<file path="config.mk">
export PLATFORM = sky130hd
export DESIGN_NAME = kshcp_port
export DESIGN_NICKNAME = d
export VERILOG_FILES = /design/src/design/kshcp_pkg.sv /design/src/design/kshcp_sync.sv /design/src/design/kshcp_port.sv
export SDC_FILE = /design/constraint.sdc
export NUM_CORES = 1
export LEC_CHECK = 0
export BUFFER_PORTS_ARGS = -buffer_cell sky130_fd_sc_hd__buf_2
export CAP_MARGIN = 20
export CORE_ASPECT_RATIO = 0.8
export CORE_MARGIN = 2
export CORE_UTILIZATION = 45
export CTS_BUF_LIST = sky130_fd_sc_hd__clkbuf_16
export DETAILED_ROUTE_END_ITERATION = 10
export PLACE_DENSITY_LB_ADDON = 0.05
export SETUP_SLACK_MARGIN = 0.2
export SLEW_MARGIN = 10
export SYNTH_ARGS = -nofsm -noshare
export SYNTH_HDL_FRONTEND = slang
export SYNTH_SLANG_ARGS = --single-unit
</file>
<file path="constraint.sdc">
create_clock -name clk_i -period 6.1 [get_ports clk_i]
set_input_delay 0.305 -clock clk_i [delete_from_list [all_inputs] [get_ports clk_i]]
set_output_delay 0.305 -clock clk_i [all_outputs]
set_load 0.01 [all_outputs]
</file>
<file path="src/design/kshcp_pkg.sv">
// Purpose: constants shared by the key-scan host command port
// Assumes: 25 MHz system clock, bus pins sampled by that clock
// Notes:   command codes, bit positions, status codes, buffer depth and setting defaults live here
package kshcp_pkg;
  localparam logic [6:0] SLAVE_ADDR      = 7'h51;      // 0xa2/0xa3 with direction bit
  localparam logic [7:0] CMD_EVENT_READ  = 8'h20;
  localparam logic [7:0] CMD_REPEAT_READ = 8'h21;
  localparam logic [7:0] CMD_DEBOUNCE    = 8'h22;
  localparam logic [7:0] CMD_READ_INT    = 8'hD0;
  localparam logic [7:0] CMD_PIN_INT_EN  = 8'hD1;
  localparam logic [7:0] CMD_READ_STAT   = 8'hE0;
  localparam logic [7:0] CMD_SCAN_REQ    = 8'hE3;
  localparam logic [7:0] CMD_ACTIVE      = 8'hE4;
  localparam logic [7:0] CMD_READ_ERR    = 8'hF0;
  // interrupt code bit positions
  localparam int INT_KEY_BIT  = 0;
  localparam int INT_PIN0_BIT = 1;
  localparam int INT_PIN1_BIT = 2;
  localparam int INT_ERR_BIT  = 3;
  // error code bit positions
  localparam int ERR_EARLY_BIT = 0;
  localparam int ERR_INVAL_BIT = 1;
  localparam int ERR_KEYS_BIT  = 2;
  localparam int ERR_LOST_BIT  = 4;
  localparam int ERR_OVF_BIT   = 6;
  // status codes
  localparam logic [7:0] STAT_RESET = 8'h00;
  localparam logic [7:0] STAT_WAKE  = 8'h02;
  localparam logic [7:0] STAT_ACK   = 8'h06;
  localparam logic [7:0] STAT_NACK  = 8'h15;
  localparam logic [7:0] EMPTY_CODE = 8'h00;
  // event buffer
  localparam int FIFO_DEPTH = 14;
  localparam int PTR_W      = 4;
  // timing settings, in units of about 4 ms steps
  localparam logic [7:0] DEBOUNCE_RST = 8'h03;         // about 12 ms
  localparam logic [7:0] ACTIVE_RST   = 8'h7D;         // about 500 ms
  localparam int ACTIVE_STEP_US = 4000;
  localparam int CLK_MHZ        = 25;
  localparam int STEP_CYCLES    = ACTIVE_STEP_US * CLK_MHZ;
  // transaction state
  typedef enum logic [2:0] {
    KSHCP_IDLE = 3'b000,
    KSHCP_ADDR = 3'b001,
    KSHCP_AACK = 3'b011,
    KSHCP_RX   = 3'b010,
    KSHCP_RACK = 3'b110,
    KSHCP_TX   = 3'b111,
    KSHCP_TACK = 3'b101,
    KSHCP_WAIT = 3'b100
  } kshcp_state_t;
endpackage : kshcp_pkg

</file>
<file path="src/design/kshcp_sync.sv">
// Purpose: two-flop synchroniser plus edge detect for one pin
// Assumes: input is asynchronous to clk_i
// Notes:   edges derive only from the second and third stages
`timescale 1ns/1ns
module kshcp_sync (
  input  wire logic clk_i,
  input  wire logic reset_n_i,
  input  wire logic ce_i,
  input  wire logic pin_i,
  output logic      level_o,
  output logic      rise_o,
  output logic      fall_o
);
  logic meta_q;    // first stage, read only by the second
  logic sync_q;    // second stage
  logic prev_q;    // history for edge detect

  // reset to idle-high so the bus does not show a false edge
  always_ff @(posedge clk_i) begin
    if (!reset_n_i) begin
      meta_q <= 1'b1;
      sync_q <= 1'b1;
      prev_q <= 1'b1;
    end else if (ce_i) begin
      meta_q <= pin_i;
      sync_q <= meta_q;
      prev_q <= sync_q;
    end
  end

  assign level_o = sync_q;
  assign rise_o  = sync_q & ~prev_q;
  assign fall_o  = ~sync_q & prev_q;
endmodule : kshcp_sync

</file>
<file path="src/design/kshcp_port.sv">
// Purpose: two-wire slave command port of a key-scan companion
// Assumes: scl/sda sampled by clk_i; key events arrive as one-cycle strobes
// Notes:   scl is stretched for one cycle at the start of each ack the device gives
//
// Overview of operation
// - address 0xa2 write, 0xa3 read; then command
// - address bits 7:1, direction in bit 0
// - receiver acks each byte; host nacks last
// - wake on bus activity; first address unacked
// - device may hold scl low; host waits
// - read-interrupt returns code, clears, releases irq
// - interrupt code: error, pin1, pin0, key bits
// - one pin enabled sets both pin bits
// - read-error returns error code and clears it
// - error bits: overflow, lost, keys, invalid, early
// - status codes: reset, wake, ack, nack
// - fourteen events; empty code ends data
// - repeat read returns same data, no advance
// - irq low on new event until code read
// - enabled pin edge wakes and asserts irq
// - debounce default 12 ms, command 0x22
// - active time default 500 ms; a write not above debounce is ignored
// - event byte msb one press, zero release
`timescale 1ns/1ns
module kshcp_port (
  input  wire logic       clk_i,
  input  wire logic       reset_n_i,
  input  wire logic       ce_i,
  input  wire logic       scl_i,          // bus clock pin level
  output logic            scl_o,          // always 0 when driven
  output logic            scl_oe_o,       // high while stretching
  input  wire logic       sda_i,
  output logic            sda_o,
  output logic            sda_oe_o,       // high while pulling sda low
  output logic            irq_n_o,        // active-low interrupt request
  input  wire logic       key_evt_i,      // key event strobe
  input  wire logic [6:0] key_code_i,     // key number
  input  wire logic       key_press_i,    // 1 press, 0 release
  input  wire logic       key_over_i,     // more than two keys strobe
  input  wire logic       lost_int_i,     // interrupt withdrawn strobe
  input  wire logic       gen_pin_zero_i, // general_pin_zero
  input  wire logic       gen_pin_one_i,  // general_pin_one
  output logic            halted_o,       // device in halt mode
  output logic [7:0]      debounce_o,     // debounce setting
  output logic [7:0]      active_o,       // active time setting
  output logic            scan_req_o      // rescan request pulse
);
  // synchronised pins
  logic scl_s, scl_rise, scl_fall, sda_s, sda_rise, sda_fall;
  logic p0_s, p0_rise, p0_fall, p1_s, p1_rise, p1_fall;
  kshcp_sync u_scl (.clk_i(clk_i), .reset_n_i(reset_n_i), .ce_i(ce_i), .pin_i(scl_i),
                    .level_o(scl_s), .rise_o(scl_rise), .fall_o(scl_fall));
  kshcp_sync u_sda (.clk_i(clk_i), .reset_n_i(reset_n_i), .ce_i(ce_i), .pin_i(sda_i),
                    .level_o(sda_s), .rise_o(sda_rise), .fall_o(sda_fall));
  kshcp_sync u_p0  (.clk_i(clk_i), .reset_n_i(reset_n_i), .ce_i(ce_i), .pin_i(gen_pin_zero_i),
                    .level_o(p0_s), .rise_o(p0_rise), .fall_o(p0_fall));
  kshcp_sync u_p1  (.clk_i(clk_i), .reset_n_i(reset_n_i), .ce_i(ce_i), .pin_i(gen_pin_one_i),
                    .level_o(p1_s), .rise_o(p1_rise), .fall_o(p1_fall));

  kshcp_pkg::kshcp_state_t state_q;     // transaction state
  logic [7:0]  shift_q;                 // byte shifter
  logic [2:0]  bit_q;                   // bit count within byte
  logic        rd_q;                    // addressed for read
  logic        first_q;                 // next write byte is command
  logic [7:0]  cmd_q;                   // current command
  logic [4:0]  idx_q;                   // byte index in a read burst
  logic        halt_q;                  // halt mode
  logic        waking_q;                // woke on this frame, refuse address
  logic [7:0]  int_q;                   // interrupt_cause_code
  logic [7:0]  err_q;                   // error_cause_code
  logic [7:0]  stat_q;                  // command_status_code
  logic [1:0]  pin_en_q;                // pin interrupt enables
  logic [7:0]  deb_q;                   // debounce setting
  logic [7:0]  act_q;                   // active time setting
  logic        scan_q;                  // rescan pulse
  logic [7:0]  fifo_q [kshcp_pkg::FIFO_DEPTH];  // event storage
  logic [kshcp_pkg::PTR_W-1:0] wr_q;    // write pointer
  logic [kshcp_pkg::PTR_W-1:0] rdp_q;   // committed read pointer
  logic [kshcp_pkg::PTR_W:0]   cnt_q;   // stored events
  logic [23:0] idle_q;                  // cycles into the current active-time step
  logic [7:0]  steps_q;                 // elapsed active-time steps
  logic        irq_q;                   // irq asserted

  // wrap a pointer around the fourteen-entry buffer
  function automatic logic [kshcp_pkg::PTR_W-1:0] ptr_add(input logic [kshcp_pkg::PTR_W-1:0] p,
                                                          input logic [4:0] n);
    logic [5:0] s;
    s = {2'b00, p} + {1'b0, n};
    if (s >= 6'(2 * kshcp_pkg::FIFO_DEPTH)) s = s - 6'(2 * kshcp_pkg::FIFO_DEPTH);
    if (s >= 6'(kshcp_pkg::FIFO_DEPTH)) s = s - 6'(kshcp_pkg::FIFO_DEPTH);
    return s[kshcp_pkg::PTR_W-1:0];
  endfunction : ptr_add

  // bus conditions
  wire start_c  = sda_fall & scl_s;
  wire stop_c   = sda_rise & scl_s;
  wire byte_end = scl_rise & (bit_q == 3'd7);
  wire [7:0] rx_byte = {shift_q[6:0], sda_s};
  wire addr_hit = (rx_byte[7:1] == kshcp_pkg::SLAVE_ADDR);
  wire known_w  = (cmd_q == kshcp_pkg::CMD_DEBOUNCE) | (cmd_q == kshcp_pkg::CMD_PIN_INT_EN) |
                  (cmd_q == kshcp_pkg::CMD_ACTIVE);
  wire known_r  = (rx_byte == kshcp_pkg::CMD_EVENT_READ) | (rx_byte == kshcp_pkg::CMD_REPEAT_READ) |
                  (rx_byte == kshcp_pkg::CMD_READ_INT) | (rx_byte == kshcp_pkg::CMD_READ_STAT) |
                  (rx_byte == kshcp_pkg::CMD_READ_ERR) | (rx_byte == kshcp_pkg::CMD_SCAN_REQ) |
                  (rx_byte == kshcp_pkg::CMD_DEBOUNCE) | (rx_byte == kshcp_pkg::CMD_PIN_INT_EN) |
                  (rx_byte == kshcp_pkg::CMD_ACTIVE);
  wire is_fifo  = (cmd_q == kshcp_pkg::CMD_EVENT_READ) | (cmd_q == kshcp_pkg::CMD_REPEAT_READ);
  wire [4:0] cnt5 = cnt_q;
  // read data: events in order, then empty code
  // 0x20 pops as it goes, so it always reads the head; 0x21 walks by index instead
  wire [4:0] rd_off    = (cmd_q == kshcp_pkg::CMD_REPEAT_READ) ? idx_q : 5'd0;
  wire       rd_valid  = (rd_off < cnt5);
  wire [7:0] fifo_byte = rd_valid ? fifo_q[ptr_add(rdp_q, rd_off)] : kshcp_pkg::EMPTY_CODE;
  wire [7:0] tx_byte = (cmd_q == kshcp_pkg::CMD_READ_INT)  ? int_q :
                       (cmd_q == kshcp_pkg::CMD_READ_ERR)  ? err_q :
                       (cmd_q == kshcp_pkg::CMD_READ_STAT) ? stat_q :
                       is_fifo ? fifo_byte : kshcp_pkg::EMPTY_CODE;
  // a read byte is finished when the host acks or nacks it
  wire tx_done  = (state_q == kshcp_pkg::KSHCP_TACK) & scl_rise & (bit_q == 3'd0);
  wire tx_first = tx_done & (idx_q == 5'd0);
  // pin interrupt bits: one enabled pin sets both
  wire pin_hit  = (pin_en_q[0] & (p0_rise | p0_fall)) | (pin_en_q[1] & (p1_rise | p1_fall));
  wire [1:0] pin_bits = (pin_en_q == 2'b11) ? {p1_rise | p1_fall, p0_rise | p0_fall} :
                        (pin_hit ? 2'b11 : 2'b00);
  wire key_store = key_evt_i & (cnt_q < 5'(kshcp_pkg::FIFO_DEPTH));
  wire key_ovf   = key_evt_i & ~key_store;
  wire fifo_pop  = tx_done & (cmd_q == kshcp_pkg::CMD_EVENT_READ) & rd_valid & ~halt_q;
  wire cmd_bad   = byte_end & first_q & ~rd_q & (state_q == kshcp_pkg::KSHCP_RX) & ~known_r;
  wire err_new   = key_ovf | key_over_i | lost_int_i | cmd_bad;
  wire bus_act   = start_c | scl_fall;
  wire idle_step = (idle_q == 24'(kshcp_pkg::STEP_CYCLES - 1));

  // transaction engine, ack generation and scl stretch
  always_ff @(posedge clk_i) begin
    if (!reset_n_i) begin
      state_q <= kshcp_pkg::KSHCP_IDLE;
      shift_q <= 8'h00;
      bit_q   <= 3'd0;
      rd_q    <= 1'b0;
      first_q <= 1'b0;
      cmd_q   <= 8'h00;
      idx_q   <= 5'd0;
      sda_oe_o <= 1'b0;
      scl_oe_o <= 1'b0;
    end else if (ce_i) begin
      scl_oe_o <= 1'b0;
      if (start_c) begin                     // start or repeated start
        state_q <= kshcp_pkg::KSHCP_ADDR;
        bit_q   <= 3'd0;
        sda_oe_o <= 1'b0;
      end else if (stop_c) begin             // stop ends transmission
        state_q <= kshcp_pkg::KSHCP_IDLE;
        sda_oe_o <= 1'b0;
      end else begin
        case (state_q)
          kshcp_pkg::KSHCP_ADDR, kshcp_pkg::KSHCP_RX: begin
            if (scl_rise) begin
              shift_q <= rx_byte;
              bit_q   <= bit_q + 3'd1;
            end
            if (byte_end && state_q == kshcp_pkg::KSHCP_ADDR) begin
              // start byte or halted wake: no ack
              if (addr_hit && !halt_q && !waking_q) begin
                rd_q    <= rx_byte[0];
                first_q <= ~rx_byte[0];
                idx_q   <= 5'd0;
                state_q <= kshcp_pkg::KSHCP_AACK;
              end else begin
                state_q <= kshcp_pkg::KSHCP_WAIT;
              end
            end else if (byte_end) begin
              if (first_q) cmd_q <= rx_byte;
              first_q <= 1'b0;
              state_q <= kshcp_pkg::KSHCP_RACK;
            end
          end
          kshcp_pkg::KSHCP_AACK, kshcp_pkg::KSHCP_RACK: begin
            if (scl_fall && !sda_oe_o) begin
              sda_oe_o <= 1'b1;              // ack low
              scl_oe_o <= 1'b1;              // one-cycle stretch while deciding
            end else if (scl_fall) begin
              sda_oe_o <= rd_q & ~tx_byte[7];
              bit_q    <= 3'd0;
              shift_q  <= {tx_byte[6:0], 1'b0};
              state_q  <= rd_q ? kshcp_pkg::KSHCP_TX : kshcp_pkg::KSHCP_RX;
            end
          end
          kshcp_pkg::KSHCP_TX: begin
            if (scl_fall) begin
              bit_q <= bit_q + 3'd1;
              if (bit_q == 3'd7) begin
                sda_oe_o <= 1'b0;            // release for host ack
                state_q  <= kshcp_pkg::KSHCP_TACK;
              end else begin
                sda_oe_o <= ~shift_q[7];
                shift_q  <= {shift_q[6:0], 1'b0};
              end
            end
          end
          kshcp_pkg::KSHCP_TACK: begin
            if (scl_rise && bit_q == 3'd0) begin
              idx_q <= idx_q + 5'd1;
              bit_q <= 3'd1;                 // host answer seen, wait for the fall
              if (sda_s) state_q <= kshcp_pkg::KSHCP_WAIT;  // nack ends
            end else if (scl_fall && bit_q == 3'd1) begin
              // next byte starts right away: no ack slot of our own in a read
              sda_oe_o <= ~tx_byte[7];
              bit_q    <= 3'd0;
              shift_q  <= {tx_byte[6:0], 1'b0};
              state_q  <= kshcp_pkg::KSHCP_TX;
            end
          end
          kshcp_pkg::KSHCP_WAIT: sda_oe_o <= 1'b0;
          default: state_q <= kshcp_pkg::KSHCP_IDLE;
        endcase
      end
    end
  end

  // event buffer storage and pointers
  always_ff @(posedge clk_i) begin
    if (!reset_n_i) begin
      wr_q  <= '0;
      rdp_q <= '0;
      cnt_q <= '0;
    end else if (ce_i) begin
      if (key_store) begin
        fifo_q[wr_q] <= {key_press_i, key_code_i};
        wr_q <= ptr_add(wr_q, 5'd1);
      end
      if (fifo_pop) rdp_q <= ptr_add(rdp_q, 5'd1);  // repeat read never pops
      cnt_q <= cnt_q + {4'd0, key_store} - {4'd0, fifo_pop};
    end
  end

  // interrupt, error and status codes; set wins over clear
  always_ff @(posedge clk_i) begin
    if (!reset_n_i) begin
      int_q  <= 8'h00;
      err_q  <= 8'h00;
      stat_q <= kshcp_pkg::STAT_RESET;
      irq_q  <= 1'b0;
    end else if (ce_i) begin
      int_q <= ((tx_first && cmd_q == kshcp_pkg::CMD_READ_INT) ? 8'h00 : int_q)
               | {4'h0, err_new, pin_bits, key_evt_i};
      err_q <= ((tx_first && cmd_q == kshcp_pkg::CMD_READ_ERR) ? 8'h00 : err_q)
               | {1'b0, key_ovf, 1'b0, lost_int_i, 1'b0, key_over_i,
                  cmd_bad,
                  byte_end & (state_q == kshcp_pkg::KSHCP_ADDR) & addr_hit & (halt_q | waking_q)};
      if (key_evt_i || err_new || pin_hit) irq_q <= 1'b1;
      else if (tx_first && cmd_q == kshcp_pkg::CMD_READ_INT) irq_q <= 1'b0;
      if (pin_hit && halt_q) stat_q <= kshcp_pkg::STAT_WAKE;
      // reading the status must not overwrite the status it reports
      else if (byte_end && first_q && state_q == kshcp_pkg::KSHCP_RX && rx_byte != kshcp_pkg::CMD_READ_STAT)
        stat_q <= known_r ? kshcp_pkg::STAT_ACK : kshcp_pkg::STAT_NACK;
    end
  end

  // settings written by the host
  always_ff @(posedge clk_i) begin
    if (!reset_n_i) begin
      deb_q    <= kshcp_pkg::DEBOUNCE_RST;
      act_q    <= kshcp_pkg::ACTIVE_RST;
      pin_en_q <= 2'b00;
      scan_q   <= 1'b0;
    end else if (ce_i) begin
      scan_q <= byte_end & first_q & (rx_byte == kshcp_pkg::CMD_SCAN_REQ) &
                (state_q == kshcp_pkg::KSHCP_RX);
      if (byte_end && !first_q && state_q == kshcp_pkg::KSHCP_RX && known_w) begin
        if (cmd_q == kshcp_pkg::CMD_DEBOUNCE && rx_byte != 8'h00) deb_q <= rx_byte;
        if (cmd_q == kshcp_pkg::CMD_ACTIVE && rx_byte > deb_q) act_q <= rx_byte;
        if (cmd_q == kshcp_pkg::CMD_PIN_INT_EN) pin_en_q <= rx_byte[1:0];
      end
    end
  end

  // halt and wake: activity or pin edge wakes; idle active-time enters halt
  always_ff @(posedge clk_i) begin
    if (!reset_n_i) begin
      halt_q   <= 1'b0;
      waking_q <= 1'b0;
      idle_q   <= 24'd0;
      steps_q  <= 8'd0;
    end else if (ce_i) begin
      if (bus_act || pin_hit || key_evt_i) begin
        idle_q  <= 24'd0;
        steps_q <= 8'd0;
        if (halt_q && bus_act) waking_q <= 1'b1;  // this frame goes unacked
        halt_q <= 1'b0;
      end else begin
        idle_q <= idle_step ? 24'd0 : idle_q + 24'd1;
        if (idle_step) steps_q <= steps_q + 8'd1;
        if (idle_step && steps_q >= act_q && state_q == kshcp_pkg::KSHCP_IDLE) halt_q <= 1'b1;
      end
      if (stop_c) waking_q <= 1'b0;               // retry is acknowledged
    end
  end

  assign scl_o      = 1'b0;
  assign sda_o      = 1'b0;
  assign irq_n_o    = ~irq_q;
  assign halted_o   = halt_q;
  assign debounce_o = deb_q;
  assign active_o   = act_q;
  assign scan_req_o = scan_q;
endmodule : kshcp_port

</file>
-- Word-level counts from Yosys, hierarchy flattened
Memory sizes are Yosys's and may differ from the RTL's.
Index checks and enable logic that the tools add are counted.
- register bits: 134
- memory bits (writable): 112
- input bits: 18
- output and inout port bits: 23
- logic and storage cells: 344
- memories: 1
- memory list (name ; words ; bits a word ; read ports ; clocked after Yosys merged registers in ; wr ports ; line ; source):
    fifo_q ; 14 ; 8 ; 1 ; 0 ; 1 ; kshcp_port.sv:76 ; logic [7:0] fifo_q [kshcp_pkg::FIFO_DEPTH];
- $add $sub $neg: 15
- order comparisons: 10
- equal/unequal tests: 58
- muxes and demuxes: 91
- bitwise operators: 70
- reductions and logical operators: 63
- operator list (cell ; number):
    8-bit 2-to-1 mux ; 18
    8-bit == test, second input constant ; 11
    3-bit 2-to-1 mux ; 21
    6-bit 2-to-1 mux ; 9
    8-bit by 6-bit == test with 1-bit output, second input constant ; 6
    24-bit 2-to-1 mux ; 2
    8-bit case mux with 4 select lines ; 1
    1-bit AND ; 31
    1-bit 2-to-1 mux ; 26
    5-bit 2-to-1 mux ; 5
    24-bit by 1-bit adder with 24-bit output, second input constant ; 1
    24-bit by 17-bit == test with 1-bit output, second input constant ; 1
    1-bit logical AND ; 20
    4-bit != test, second input constant ; 5
    1-bit OR ; 19
    6-bit by 4-bit greater-or-equal comparator with 1-bit output, second input constant ; 3
    2-bit != test, second input constant ; 9
    1-bit inverter ; 18
    6-bit AND reduction ; 3
    2-bit nonzero test ; 8
    3-bit == test, second input constant ; 5
    3-bit != test, second input constant ; 5
    3-bit case mux with 5 select lines ; 1
    7-bit AND reduction ; 2
    other kinds (48) ; 77

-- Depth between registers and ports, before layout
An unclocked memory read counts as a cell.
- depth in word-level cells: 20
- mapped depth: 22
- depth with buffers taken out: 20

-- By module
From an unflattened synthesis, not the netlist that was laid out.
- cell total of the unflattened synthesis: 1299
- area, all modules: 12498.2 sq um
- modules (own cells, without submodules) (module ; instances ; cells an instance ; area an instance (sq um) ; seq. area each (sq um)):
    kshcp_port ; 1 ; 1255 ; 12042.8 ; 5565.3
    kshcp_sync ; 4 ; 11 ; 113.9 ; 60.1

-- Least setup slack after synthesis
OpenSTA, ideal clock, no wires.
- path kind: flip-flop to flip-flop
- from: register cmd_q[4]
- to: register shift_q[7]
- library setup time: 0.122 ns
- data arrival time: 4.840 ns
- required time: 5.978 ns
- path slack: 1.138 ns
- cell stages (with the launch flop): 21
- path buffers: 2
- period minus slack after synthesis: 4.962 ns
- cells stage by stage: dfxtp_1 > buf_6 > nor4b_4 > nand2_1 > nor2_1 > ha_1 > inv_1 > fa_1 > and3b_1 > clkbuf_1 > a211o_1 > mux2i_1 > a221oi_1 > o21bai_1 > ha_1 > nor2b_1 > a22oi_4 > xor2_2 > mux4_2 > a32o_1 > a311o_1
- cells in the longest elaborated chain, start to end: 16
- RTL lines (what ; line ; source):
    start: declaration ; kshcp_port.sv:65 ; logic [7:0] cmd_q;
    start signal: assignment ; kshcp_port.sv:172 ; if (first_q) cmd_q <= rx_byte;
    8-bit by 6-bit == test with 1-bit output ; kshcp_port.sv:107, kshcp_port.sv:111 ;
    5-bit 2-to-1 mux ; kshcp_port.sv:111 ; wire [4:0] rd_off = (cmd_q == kshcp_pkg::CMD_REPEAT_READ) ? idx_q : 5'd0;
    4-bit by 5-bit adder with 6-bit output ; kshcp_port.sv:88 ; s = {2'b00, p} + {1'b0, n};
    6-bit by 5-bit subtractor with 6-bit output or 6-bit by 5-bit greater-or-equal comparator with 1-bit output (tied branches) ; kshcp_port.sv:89 ; if (s >= 6'(2 * kshcp_pkg::FIFO_DEPTH)) s = s - 6'(2 * kshcp_pkg::FIFO_DEPTH);
    6-bit 2-to-1 mux ; kshcp_port.sv:89 ;
    6-bit by 4-bit greater-or-equal comparator with 1-bit output or 4-bit subtractor (tied branches) ; kshcp_port.sv:90 ; if (s >= 6'(kshcp_pkg::FIFO_DEPTH)) s = s - 6'(kshcp_pkg::FIFO_DEPTH);
    4-bit 2-to-1 mux ; kshcp_port.sv:90 ;
    memory read 14 x 8 bit ; n/a ;
    8-bit 2-to-1 mux ; kshcp_port.sv:113 ; wire [7:0] fifo_byte = rd_valid ? fifo_q[ptr_add(rdp_q, rd_off)] : kshcp_pkg::EMPTY_CODE;
    8-bit 2-to-1 mux ; kshcp_port.sv:117 ; is_fifo ? fifo_byte : kshcp_pkg::EMPTY_CODE;
    8-bit 2-to-1 mux ; kshcp_port.sv:116 ; (cmd_q == kshcp_pkg::CMD_READ_STAT) ? stat_q :
    8-bit 2-to-1 mux ; kshcp_port.sv:115 ; (cmd_q == kshcp_pkg::CMD_READ_ERR) ? err_q :
    8-bit 2-to-1 mux (*) ; kshcp_port.sv:114 ; wire [7:0] tx_byte = (cmd_q == kshcp_pkg::CMD_READ_INT) ? int_q :
    8-bit 2-to-1 mux, on equally long branches ; kshcp_port.sv:205, kshcp_port.sv:181 ;
    8-bit 2-to-1 mux, on equally long branches ; kshcp_port.sv:201, kshcp_port.sv:178 ;
    8-bit case mux with 4 select lines (*) ; kshcp_port.sv:155 ; case (state_q)
    end signal: assignment ; kshcp_port.sv:158 ; shift_q <= rx_byte;
    end signal: assignment ; kshcp_port.sv:196 ; shift_q <= {shift_q[6:0], 1'b0};
    end signal: assignment ; kshcp_port.sv:209 ; shift_q <= {tx_byte[6:0], 1'b0};
    end: declaration ; kshcp_port.sv:61 ; logic [7:0] shift_q;
Mark *: on every way between the ends. The rest lies on a longest branch, timed or not. The select of a mux whose other input is x is not followed.
A chain may end at the register's enable or synchronous reset.

-- Worst setup path in the final report
- from: register cmd_q[1]
- to: register shift_q[7]
The elaborated chain is that of the path after synthesis.

==> qor.yml <==
clocking:
  post-cts-setup-buffers: 0
  htree_levels: 1
  clock-sinks: 234
  clk_pin_slew_worst_paths_ps: 60
  cts.root.buffer_cell: "clkbuf_16"
  cts_tree: "built"
  clk_latency_ps: 550
  cts_made_buffers: 26
  cts_buffer_depth: 3
placement:
  io_buffers: 38
  gp_congestion: 0.932
  dp_hpwl_um: 23600
  placed_area_um2: 13200
power:
  p_per_area_nw_per_um2: 241
  peakVddDrop_v: 0.000169
  p_leak_nw: 5.31
sta:
  whs_ps: 65.8
  slew-limit-headroom: 0.261
  setup_viol: 0
  slew_viol_final: 0
  skew_ps: 28.5
  final.setup.tns_ps: 0
  timing.fmax_ghz: 0.179
  hold_viol: 0
  period_share: 0.917
  period_needed_ps: 5590
  worst_slew_pin_slew_ps: 1100
  rsz0062_at_grt: "false"
yosys:
  synthesis.area_um2: 12700
  yosys-top-cells-area: "edfxtp_1 27%, dfxtp_1 19%, mux2i_1 6.5%"
  yosysTopAreaCell: "edfxtp_1"
  synth_edf_count: 112
  ys_ff_latch: 234
  ys_seq_area_frac: 0.458
  synth_top_area_frac: 0.265
  syn-mean-instance-area_um2: 9.88
  yosys.cell_types.count: 89
  synth_flop_cell: "dfxtp_1"
  synthCells: 1282
  async_flop_share: 0
  ys_warn_count: 0
worst_setup_path:
  cp.arrival_ps: 6020
  start_kind: "flip-flop"
  critPathKind: "reg -> reg"
  cp-end-kind: "flip-flop"
  cp_data_required_time_ps: 6530
  reg2regPathDepth: 20
  cp_max_fo: 8
global_route:
  grt_pass1_wl_um: 52200
  grt_antenna_before_repair: 0
  grt_pass1_vias: 9007
  globalRoute.totalOverflow: 0
  grt_max_degree: 41
  grt_usage: 0.227
min_path:
  min_path_cells: 3
  hp-class: "in -> reg"
detailed_routing:
  avgViaCountPerCell: 5.74
  drc_errors: 0
  vias: 9744
  totalWireLength_um: 33200
  drtPass1Iterations: 5
  ant_nets: 0
  drt-wirelength-per-cell_um: 19.6
  drt_iter0_markers: 817
floorplan:
  num_rows: 54
  dieArea_um2: 29500
  die_y_um: 154
  die_w_um: 192
  start_util: 0.461
  pin_count: 41
  core_area_um2: 27500
run:
  max-cap-violations: 0
final_layout:
  area_delta_synth_final_pct: 11.3
  nets: 1385
  drive_above_1_share: 0.122
  n_antenna_cell: 0
  fin_area_um2: 14100
status:
  status: "finished, final reports clean"
[report_power, final]
group | internal (W) | switching, W | leakage [nW] | total, W
Sequential | 0.00167 | 0.0000222 | 2.00 | 0.00169
Clock | 0.000861 | 0.000652 | 0.385 | 0.00151
Combinational | 0.0000721 | 0.000129 | 2.92 | 0.000201
Total | 0.00260 | 0.000803 | 5.31 | 0.00340
[cell families (layout without fill, tap and decap cells)]
group                    after synthesis  count (layout)  synth area share
adder cells (fa/ha/maj)               56              56            0.0559
buffers and inverters                124             175            0.0417
multiplexers                         108             108            0.0941
other                                  1               2          0.000296
AO/OA/AOI/OAI                        262             262             0.143
flip-flops                           234             234             0.458
AND/OR/NAND/NOR                      441             441             0.168
XOR/XNOR                              56              56            0.0393
[critical path, cell delays in order, from the launching register on]
cell	delay (ps)
dfxtp_1	370
nor4b_4	520
nand2_1	220
nor2_1	180
ha_2	210
inv_1	50
fa_1	450
xnor2_1	170
xnor2_1	310
ha_1	230
inv_1	110
o31a_1	380
nor3_1	210
o21bai_1	210
ha_1	270
nor2b_1	230
a22oi_4	90
xor2_2	360
mux4_2	370
a32o_1	270
a311o_1	270
[through the flow]
stage | setup WS [ps] | util | power (W) | std cells
floorplan | 1140 | - | 0.00186 | 1283
global placement | 769 | 0.480 | 0.00192 | 1641
detailed placement | 571 | 0.480 | 0.00192 | 1642
CTS | 555 | 0.512 | 0.00344 | 1694
global route | 200 | 0.513 | 0.00353 | 1698
finish | 507 | 0.513 | 0.00340 | 1698
[flip-flops by register name, summed over array words and instances, names as in the netlist, 5 cells and up]
signal,count
fifo_q,112
idle_q,24
active_o,8
cmd_q,8
debounce_o,8
shift_q,8
steps_q,8
cnt5,5
err_q,5
idx_q,5
[cell usage in the layout (no fill, tap or decap), types with 15 or more instances in the layout]
master     instances
nor2_1           151
dfxtp_1          122
edfxtp_1         112
nand2_1          107
mux2i_1           82
a21oi_1           60
inv_1             57
ha_1              50
nand3_1           48
o21ai_0           44
buf_2             38
xor2_1            28
xnor2_1           27
nand4_1           26
clkbuf_16         26
buf_4             23
mux2_2            18
nor3_1            16
a31oi_1           15
[cell usage after synthesis (all sizes together), types with 9 or more instances]
cell and count:
edfxtp 112, mux2 19, xor2 29, nand2 108, nand2b 12, nor4 14, mux2i 82, ha 51
a22oi 9, o211ai 14, nor2 151, nand4 26, nor2b 9, o21ai 47, nand3 49, nor3 20
o22ai 11, buf 23, a211oi 17, a31oi 15, a21oi 60, inv 57, dfxtp 122, xnor2 27
and3 14, clkbuf 40, o21a 9, a21o 14
[area by class of cell]
class,count,area (µm²)
inverter,61,229
tap,364,455
timing repair buffer,66,414
fill,2546,13400
clock buffer,26,651
multi-input combinational,925,6380
sequential,234,5810
clock inverter,22,173
[path summary, 6_finish.rpt]
kind,from,to,slack (ps)
max,cmd_q[1],shift_q[7],510
min,lost_int_i,err_q[4],70
max reg2reg,cmd_q[1],shift_q[7],510
min reg2reg,err_q[0],err_q[0],460
[metal layers]
layer	wire length [µm]	track usage	vias up
met5	0	0	-
met4	588	0.0447	0
met3	2110	0.0361	41
met2	13700	0.325	295
met1	16900	0.357	4650
li1	-	-	4758
[repair_timing]
action	CTS	global route
setup endpoints to repair	0	0
resized for setup	0	0
hold endpoints to repair	4	0
hold buffers	4	0
Power figures use the tool's default switching activity.
